==> src/rtl/adc_ctl_pkg.sv <==
// Functional notes
// - voltage/temperature converter input is exactly one of three sources.
// - selecting the battery attenuator input enables its buffers automatically.
// - after a channel switch without chop, first valid result is third conversion.
// - ground pin floats when connect bit is 0; else direct or via resistor.
// - output rate set by filter code; 0xbf1d 4 Hz, 0x0007 1 kHz, 0x0000 8 kHz.
// - status bits 15 to 8 are flags only, never interrupt sources.
// - status bits 7 to 0 are ORed into one interrupt request.
// - each interrupt source has its own mask bit; masked sources stay silent.
// - reading the current result clears all result-ready bits.
// - with current converter off, voltage or temperature read clears ready bits.
// - unless the core sleeps, no new result is loaded while that channel's ready bit is set.
// - while the core sleeps, every new result overwrites the result register.
// - out-of-range result sets error flag and clamps to full scale.
// - error flag clears only when an in-range result is stored.
package adc_ctl_pkg;
  localparam int NCH = 3;
  localparam int CH_CUR = 0;
  localparam int CH_VOLT = 1;
  localparam int CH_TEMP = 2;
  localparam int STA_RDY_LSB = 0;
  localparam int STA_ERR_LSB = 12;
  localparam int STA_IRQ_W = 8;
  localparam int SETTLE_CONV = 3;
  localparam logic [15:0] POS_FULL = 16'h7fff;
  localparam logic [15:0] NEG_FULL = 16'h8000;
  localparam logic [15:0] STA_RESET = 16'h0000;
  localparam logic [15:0] FLT_4HZ = 16'hbf1d;
  localparam logic [15:0] FLT_1KHZ = 16'h0007;
  localparam logic [15:0] FLT_8KHZ = 16'h0000;
  localparam logic [15:0] FLT_RESET = FLT_1KHZ;

  typedef enum logic [1:0] {SRC_VBAT, SRC_EXT_TEMP, SRC_INT_TEMP} vt_src_t;
  typedef enum logic [1:0] {GS_FLOAT, GS_DIRECT, GS_RESISTOR} ground_switch_pin_t;

  // one conversion result from a modulator/filter
  typedef struct packed {
    logic valid;
    logic over;
    logic under;
    logic [15:0] data;
  } conv_t;
endpackage

==> src/rtl/adc_result_status_control.sv <==
`timescale 1ns/10ps
module adc_result_status_control
  import adc_ctl_pkg::*;
#(
  parameter int SETTLE = SETTLE_CONV
)(
  // clock and reset
  input wire logic clock,
  input wire logic nrst,
  // configuration
  input wire vt_src_t vt_src,
  input wire logic chop_en,
  input wire logic cur_adc_en,
  input wire logic gnd_connect,
  input wire logic gnd_res_sel,
  input wire logic [15:0] filter_rate,
  input wire logic [7:0] irq_mask,
  input wire logic core_powered_down,
  // conversions from the analog front end
  input wire conv_t cur_conv,
  input wire conv_t vt_conv,
  // result register reads
  input wire logic rd_current,
  input wire logic rd_voltage,
  input wire logic rd_temperature,
  // outputs
  output vt_src_t vt_mux_sel,
  output logic atten_buf_en,
  output ground_switch_pin_t ground_switch_pin,
  output logic [15:0] filter_rate_out,
  output logic [15:0] current_result_reg,
  output logic [15:0] voltage_result_reg,
  output logic [15:0] temperature_result_reg,
  output logic [15:0] converter_status_reg,
  output logic adc_irq
);

  // =====================================================
  // source select and attenuator buffer
  logic [1:0] settle_cnt_r;
  vt_src_t src_prev_r;
  always_ff @(posedge clock)
  begin
    if (!nrst)
    begin
      vt_mux_sel <= SRC_VBAT;
      atten_buf_en <= 1'b0;
    end
    else
    begin
      // an unused fourth code falls back to the battery input
      vt_mux_sel <= (vt_src == SRC_EXT_TEMP || vt_src == SRC_INT_TEMP) ? vt_src : SRC_VBAT;
      atten_buf_en <= !(vt_src == SRC_EXT_TEMP || vt_src == SRC_INT_TEMP);
    end
  end

  // =====================================================
  // settling after a channel switch
  logic vt_settled;
  logic vt_switch;
  assign vt_switch = (src_prev_r != vt_mux_sel) && !chop_en;
  always_ff @(posedge clock)
  begin
    if (!nrst)
    begin
      src_prev_r <= SRC_VBAT;
      settle_cnt_r <= 2'h0;
    end
    else
    begin
      src_prev_r <= vt_mux_sel;
      if (vt_switch)
        settle_cnt_r <= 2'h0;
      else if (vt_conv.valid && settle_cnt_r < 2'(SETTLE - 1))
        settle_cnt_r <= settle_cnt_r + 2'h1;
    end
  end
  // the third conversion after a switch is the first one used
  assign vt_settled = (settle_cnt_r == 2'(SETTLE - 1));

  // =====================================================
  // ground switch and filter rate
  always_ff @(posedge clock)
  begin
    if (!nrst)
    begin
      ground_switch_pin <= GS_FLOAT;
      filter_rate_out <= FLT_RESET;
    end
    else
    begin
      if (!gnd_connect)
        ground_switch_pin <= GS_FLOAT;
      else
        ground_switch_pin <= gnd_res_sel ? GS_RESISTOR : GS_DIRECT;
      filter_rate_out <= filter_rate;
    end
  end

  // =====================================================
  // result registers, ready and error flags
  logic [NCH-1:0] rdy_r;
  logic [NCH-1:0] err_r;
  logic [NCH-1:0] conv_in;
  logic [NCH-1:0] load;
  logic clr_all;
  logic [15:0] res_r [NCH];
  conv_t conv [NCH];

  assign conv[CH_CUR] = cur_conv;
  assign conv[CH_VOLT] = vt_conv;
  assign conv[CH_TEMP] = vt_conv;
  assign conv_in[CH_CUR] = cur_conv.valid;
  // a pulse on the switch edge is from the new input but still sees the old count
  assign conv_in[CH_VOLT] = vt_conv.valid && vt_settled && !vt_switch && vt_mux_sel == SRC_VBAT;
  assign conv_in[CH_TEMP] = vt_conv.valid && vt_settled && !vt_switch && vt_mux_sel != SRC_VBAT;
  assign clr_all = rd_current || (!cur_adc_en && (rd_voltage || rd_temperature));

  genvar g;
  generate
    for (g = 0; g < NCH; g++)
    begin : g_ch
      assign load[g] = conv_in[g] && (!rdy_r[g] || core_powered_down);
      always_ff @(posedge clock)
      begin
        if (!nrst)
        begin
          res_r[g] <= 16'h0000;
          err_r[g] <= 1'b0;
          rdy_r[g] <= 1'b0;
        end
        else
        begin
          if (load[g])
          begin
            if (conv[g].over)
              res_r[g] <= POS_FULL;
            else if (conv[g].under)
              res_r[g] <= NEG_FULL;
            else
              res_r[g] <= conv[g].data;
            err_r[g] <= conv[g].over || conv[g].under;
          end
          // a new result wins over a same-cycle clearing read
          if (load[g])
            rdy_r[g] <= 1'b1;
          else if (clr_all)
            rdy_r[g] <= 1'b0;
        end
      end
    end
  endgenerate

  // =====================================================
  // status and interrupt
  logic [15:0] sta_nxt;
  always_comb
  begin
    sta_nxt = STA_RESET;
    sta_nxt[STA_RDY_LSB +: NCH] = rdy_r;
    sta_nxt[STA_ERR_LSB +: NCH] = err_r;
  end

  always_ff @(posedge clock)
  begin
    if (!nrst)
    begin
      converter_status_reg <= STA_RESET;
      current_result_reg <= 16'h0000;
      voltage_result_reg <= 16'h0000;
      temperature_result_reg <= 16'h0000;
      adc_irq <= 1'b0;
    end
    else
    begin
      converter_status_reg <= sta_nxt;
      current_result_reg <= res_r[CH_CUR];
      voltage_result_reg <= res_r[CH_VOLT];
      temperature_result_reg <= res_r[CH_TEMP];
      // upper byte is never part of the request
      adc_irq <= |(sta_nxt[STA_IRQ_W-1:0] & ~irq_mask);
    end
  end

  // =====================================================
  // checks
  property p_gnd_float;
    @(posedge clock) disable iff (!nrst)
    !gnd_connect |=> ground_switch_pin == GS_FLOAT;
  endproperty
  a_gnd_float: assert property (p_gnd_float) else $error("ground pin not floating");

  property p_atten;
    @(posedge clock) disable iff (!nrst)
    vt_src == SRC_VBAT |=> atten_buf_en && vt_mux_sel == SRC_VBAT;
  endproperty
  a_atten: assert property (p_atten) else $error("attenuator buffer not enabled");

  property p_irq_masked;
    @(posedge clock) disable iff (!nrst)
    (&irq_mask) |=> !adc_irq;
  endproperty
  a_irq_masked: assert property (p_irq_masked) else $error("masked irq asserted");

  property p_irq_rdy;
    @(posedge clock) disable iff (!nrst)
    (rdy_r[CH_CUR] && !irq_mask[STA_RDY_LSB]) |=> adc_irq;
  endproperty
  a_irq_rdy: assert property (p_irq_rdy) else $error("ready did not raise irq");

  property p_hold;
    @(posedge clock) disable iff (!nrst)
    (rdy_r[CH_CUR] && !core_powered_down) |=> res_r[CH_CUR] == $past(res_r[CH_CUR]);
  endproperty
  a_hold: assert property (p_hold) else $error("result overwritten while ready");

  property p_clear;
    @(posedge clock) disable iff (!nrst)
    (rd_current && !load[CH_VOLT]) |=> !rdy_r[CH_VOLT];
  endproperty
  a_clear: assert property (p_clear) else $error("read did not clear ready");

  property p_clamp;
    @(posedge clock) disable iff (!nrst)
    (load[CH_CUR] && cur_conv.over) |=> res_r[CH_CUR] == POS_FULL && err_r[CH_CUR];
  endproperty
  a_clamp: assert property (p_clamp) else $error("overrange not clamped");

  property p_ready_set;
    @(posedge clock) disable iff (!nrst)
    load[CH_TEMP] |=> rdy_r[CH_TEMP] ##1 converter_status_reg[STA_RDY_LSB + CH_TEMP];
  endproperty
  a_ready_set: assert property (p_ready_set) else $error("ready not set on load");

  property p_settle;
    @(posedge clock) disable iff (!nrst)
    (src_prev_r != vt_mux_sel && !chop_en) |-> (!conv_in[CH_VOLT] && !conv_in[CH_TEMP])
      ##1 (!conv_in[CH_VOLT] && !conv_in[CH_TEMP]);
  endproperty
  a_settle: assert property (p_settle) else $error("unsettled result used");
endmodule

==> config.mk <==
export PLATFORM = sky130hd
export DESIGN_NAME = adc_result_status_control
export DESIGN_NICKNAME = d
export VERILOG_FILES = /design/src/rtl/adc_ctl_pkg.sv /design/src/rtl/adc_result_status_control.sv
export SDC_FILE = /design/constraint.sdc
export NUM_CORES = 1
export LEC_CHECK = 0
export BUFFER_PORTS_ARGS = -buffer_cell sky130_fd_sc_hd__buf_2
export CAP_MARGIN = 20
export CELL_PAD_IN_SITES_DETAIL_PLACEMENT = 1
export CELL_PAD_IN_SITES_GLOBAL_PLACEMENT = 1
export CORE_ASPECT_RATIO = 0.5
export CORE_UTILIZATION = 30
export CTS_CLUSTER_SIZE = 25
export DETAILED_ROUTE_END_ITERATION = 10
export PLACE_DENSITY = 0.64
export REMOVE_ABC_BUFFERS = 1
export SETUP_SLACK_MARGIN = 0.5
export SKIP_CTS_REPAIR_TIMING = 1
export SYNTH_ARGS = -nofsm -noshare
export SYNTH_HDL_FRONTEND = slang
export SYNTH_SLANG_ARGS = --single-unit
==> constraint.sdc <==
create_clock -name clock -period 2.55 [get_ports clock]
set_input_delay 0.255 -clock clock [delete_from_list [all_inputs] [get_ports clock]]
set_output_delay 0.255 -clock clock [all_outputs]
set_load 0.05 [all_outputs]
; ---- Word-level counts from Yosys, hierarchy flattened
; Memory sizes are Yosys's and may differ from the RTL's. A register that Yosys moved wholly into a read port is not among the register bits.
; Cells that the tools add are included.
; Widths: inputs -> output; s select.
[word_totals]
register_bits = 48
ramBits = 48
output_inout_bits = 86
word_cells = 123
mem_count = 1
[mem_list]
columns = memory, depth, word_bits, read_ports, rd_clocked_by_memory_dff, write_ports, line_no
row1 = res_r, 3, 16, 3, 3, 3, adc_result_status_control.sv:107  ; logic [15:0] res_r [NCH];
[classes]
add_sub_neg = 1
magnitude_cmp = 1
n_eq_ne = 4
muxes = 52
bitwise_logic = 12
reduce_logical = 37
[op_table]
columns = op, n
row1 = $mux 16, 9
row2 = $mux 1, 42
row3 = $logic_and 1x1->1, 10
row4 = $logic_not 1->1, 10
row5 = $or 1x1->1, 9
row6 = $and 3x8->8, 1
row7 = $logic_or 1x1->1, 8
row8 = $not 8->8, 1
row9 = $reduce_bool 2->1, 4
row10 = $reduce_or 8->1, 1
row11 = $eq 2x2->1 const B, 2
row12 = $reduce_and 2->1, 2
row13 = $add 2x1->2 const B, 1
row14 = $eq 2x1->1 const B, 1
row15 = $logic_not 2->1, 1
row16 = $lt 2x2->1 const B, 1
row17 = $mux 2, 1
row18 = $ne 2x2->1, 1
row19 = $reduce_or 2->1, 1
row20 = $not 1->1, 1

; ---- Depth between registers and ports, before layout
[logic_depth]
depth_word = 12
depth_mapped = 7
mapped_depth_nobuf = 5

; ---- Worst setup path before layout
; OpenSTA, ideal clock, no wires.
[synth_timing]
path_type = flip-flop to flip-flop
from = register vt_mux_sel[0]
to = memory res_r[1][0], enable pin
arrival_ns = 2.178
t_required_ns = 2.139
path_slack_ns = -0.040
stages_incl_launch_ff = 4
n_path_buf = 0
path_cell_list = dfxtp_1 -> xnor2_1 -> a21oi_2 -> o21ai_0
[synth_lines]
columns = item, line_no
row1 = start: declaration, adc_result_status_control.sv:27  ; output vt_src_t vt_mux_sel,
row2 = start signal: assignment, adc_result_status_control.sv:52  ; vt_mux_sel <= (vt_src == SRC_EXT_TEMP || vt_src == SRC_INT_TEMP) ? vt_src : SRC_VBAT;
row3 = end: declaration, adc_result_status_control.sv:107

==> impl_results.md <==
* Result of the run: finished, final reports clean
* Library cells used by synthesis at 38
* Share of cells above drive strength 1 at 36.8%
* Transition time of the tightest slew-check pin at 0.971 ns
* Global Route Usage Sum at 13.2%
* Critical path, cell by cell: ha_1 > o2111ai_1 > or3b_1 > nor2_1
* Count of port buffers added during placement at 144
* Via count at 2964
* Detail Placement HPWL at 6900 µm
* Routed WL per cell at 13.8 µm
* Clock tree buffer depth at 2
* Number of global-route vias before repair at 3060
* Leakage power of the design at 2.83 nW
* Place WS at 0.641 ns
* Reg clk slew, reported paths at 0.06 ns
* Sum of routed wire length over all layers at 9880 µm
* Number of standard cells after synthesis at 353
* Level count of the clock H-tree at 4
* Number of flip-flops under the largest register name at 48
* Flop and latch count out of synthesis at 134
* Number of antenna violations at the first check in global routing at 0
* Number of top-level pins at 160
* Die area at 15400 µm²
* # DRC at 0
* Stage delay of the slowest cell on the critical path at 0.70 ns
* Post-Place Cells at 682
* Max Clock Skew at 0.00673 ns
* Family with the most delay on the worst path: simple AND/OR/NAND/NOR gates
* Critical hold path startpoint: gnd_res_sel
* Worst-case headroom to the max-slew limit at 34.9%
* Worst ir drop on vdd at 529 µV
* Max frequency at 528 MHz
* Global placement routability congestion at 0.715
* Critical-path cell with the highest stage delay: sky130_fd_sc_hd__or3b_1
* Final number of hold-violating endpoints at 0
* Pin count of the biggest net entering global routing at 47
* Standard-cell rows at 31
* Worst-case reg-to-reg path depth at 4
* Final setup fails at 0
* Synthesis Warnings at 0
* Register-to-register setup slack at 0.66 ns
* Area growth from synthesis to final layout at 32.9%
* Crit path time final at 1.89 ns
* Number of buffers created by CTS at 17
* Cell chosen for the clock root: sky130_fd_sc_hd__clkbuf_16
* First-iteration detailed-routing DRC count at 78
* Sequential area share after synthesis at 70.8%
* Worst flop-to-flop path startpoint: settle_cnt_r[1]
* Most flops, register: res_r
* Setup repair after global routing missed its margin: false
* Data arrival, critical path at 2.14 ns
* Crit share post-route at 74.2%
* Nets@finish at 579
* Fillcell total at 1627
* Path category of the worst min-delay check: in -> reg
* Total inserted antenna cells at 0
* Worst-path maximum fanout at 17
* Clock Sink Count at 134
* Global-route wire length before repair at 15300 µm
* Reg-to-reg critical path endpoint: res_r[1][13]
* Post-Layout Cell Count at 715
* Overall overflow remaining after global route at 0
* Initial core utilization at 30.8%
* Mean Syn Cell Area at 12.7 µm²
* Cell Pwr Density at 877 nW/µm²
* Worst setup slack after layout at 0.658 ns
* Startpoint type of the worst setup path: flip-flop
* Max-capacitance violation count at 0
* Buf+Inv Stages, Crit Path at 0
* Clock latency on the worst-skew pair at 0.40 ns
* DIE WIDTH at 175 µm
* Crit path kind: reg -> reg
* Area of the core at 14500 µm²
* Capture endpoint of the worst hold path: ground_switch_pin[0]
* Final Max Slew Viols at 0
* Number of routed nets with antenna violations at 0
* Height of the die at 88.3 µm
* Worst hold path cell count at 2
* Worst Setup End Kind: flip-flop
* Overall power consumption at 5.21 mW
* CP Data Required Time at 2.80 ns
* Vias per cell at 4.15
* Netlist area before placement at 4470 µm²
* Pre-Repair DR Iteration Count at 4
* Clock tree from TritonCTS: done
-- area by class of cell --
type,count,area [µm²],share of cell area (%)
repair buffers,151,777,13.1
well taps,198,248,4.17
clock buffers,19,454,7.65
clock inverters,13,121,2.04
flip-flops and latches,134,3160,53.3
inverters,6,22.5,0.379
multi-input cells,194,1150,19.4
-- through the flow --
stage	TNS (ns)	hold WS, ns	util, %	cell area [µm²]
after floorplan	-1.26	0.327	-	4330
after global routing	0	0.00884	40.9	5940
after CTS	0	0.000538	40.9	5930
after detailed placement	0	0.428	36.9	5350
final	0	0.0172	40.9	5940
after global placement	0	0.422	36.9	5350
-- cell families after synthesis --
family | count (synthesis) | share of synthesized area, %
DFF | 134 | 70.8
and+or+nand+nor | 131 | 16.7
AOI/OAI and AO/OA | 48 | 7.06
buffers and inverters | 34 | 4.31
xor gates and xnor gates | 4 | 0.784
adders and majority gates | 1 | 0.280
other | 1 | 0.0839
-- worst max-delay path by stage --
stage	depth (start not counted)	slack [ns]	startpoint	end
3_5_place_dp	5	0.64	settle_cnt_r[0]	res_r[1][10]
2_1_floorplan	3	-0.04	vt_mux_sel[0]	res_r[1][0]
6_report	4	0.66	settle_cnt_r[1]	res_r[1][13]
4_1_cts	5	0.63	settle_cnt_r[0]	res_r[1][13]
5_1_grt	5	0.51	settle_cnt_r[0]	res_r[1][0]
3_3_place_gp	5	0.68	settle_cnt_r[0]	rdy_r[1]
-- Yosys cell counts, drive strengths merged --
cell type  count  area share [%]
a21bo          2            0.45
a21o          15             2.5
a21oi         17             2.0
a22o           1            0.20
and2          70             9.8
and3           1            0.14
and3b          2            0.39
buf           14             2.6
clkbuf        14             1.2
conb           1           0.084
dfxtp         86              39
edfxtp        48              32
ha             1            0.28
inv            6            0.50
nand2          3            0.25
nand2b         6            0.84
nand4b         1            0.53
nor2          40             3.4
nor2b          2            0.28
nor3           2            0.34
nor3b          1            0.17
o2111ai        1            0.20
o211a          1            0.22
o21a           1            0.17
o21ai          6            0.67
o21bai         1            0.17
o22ai          1            0.14
o31ai          2            0.34
or3            1            0.14
or3b           2            0.39
xnor2          4            0.78
-- report_power, final --
group / leakage [nW] / switching, mW / internal, mW
Combinational: 1.33 / 0.369 / 0.140
Clock: 0.279 / 0.936 / 1.41
Sequential: 1.21 / 0.0279 / 2.33
-- metal layers --
| metal | up-vias | routed length, µm | GRT usage [%] |
|---|---|---|---|
| met5 | - | 0 | 0 |
| met4 | 0 | 133 | 5.69 |
| met3 | 12 | 349 | 3.48 |
| met2 | 58 | 5430 | 25.4 |
| met1 | 1439 | 3970 | 14.1 |
| li1 | 1455 | - | - |
-- layout by cell type (no fill, tap or decap), types with 2 or more instances in the layout --
cell type                    netlist  final
sky130_fd_sc_hd__buf_4            10      6
sky130_fd_sc_hd__clkinv_4          0      4
sky130_fd_sc_hd__and3b_1           2      2
sky130_fd_sc_hd__nand2_1           3      3
sky130_fd_sc_hd__conb_1            1     10
sky130_fd_sc_hd__a21bo_2           2      2
sky130_fd_sc_hd__a21oi_1          16     16
sky130_fd_sc_hd__clkbuf_16         0     18
sky130_fd_sc_hd__o21ai_0           5      3
sky130_fd_sc_hd__edfxtp_1         48     48
sky130_fd_sc_hd__xnor2_1           4      4
sky130_fd_sc_hd__nand2b_1          6      6
sky130_fd_sc_hd__buf_2             1    144
sky130_fd_sc_hd__inv_1             6      6
sky130_fd_sc_hd__or3b_1            2      2
sky130_fd_sc_hd__nor2b_1           2      2
sky130_fd_sc_hd__inv_6             0      3
sky130_fd_sc_hd__a21o_1           15     15
sky130_fd_sc_hd__nor2_1           39     39
sky130_fd_sc_hd__and2_1           70     70
sky130_fd_sc_hd__clkinvlp_4        0      2
sky130_fd_sc_hd__clkinv_2          0      3
sky130_fd_sc_hd__dfxtp_1          86     86
sky130_fd_sc_hd__o31ai_1           2      2
sky130_fd_sc_hd__o21ai_2           0      2
No activity file was read; power rests on OpenSTA's default activity.
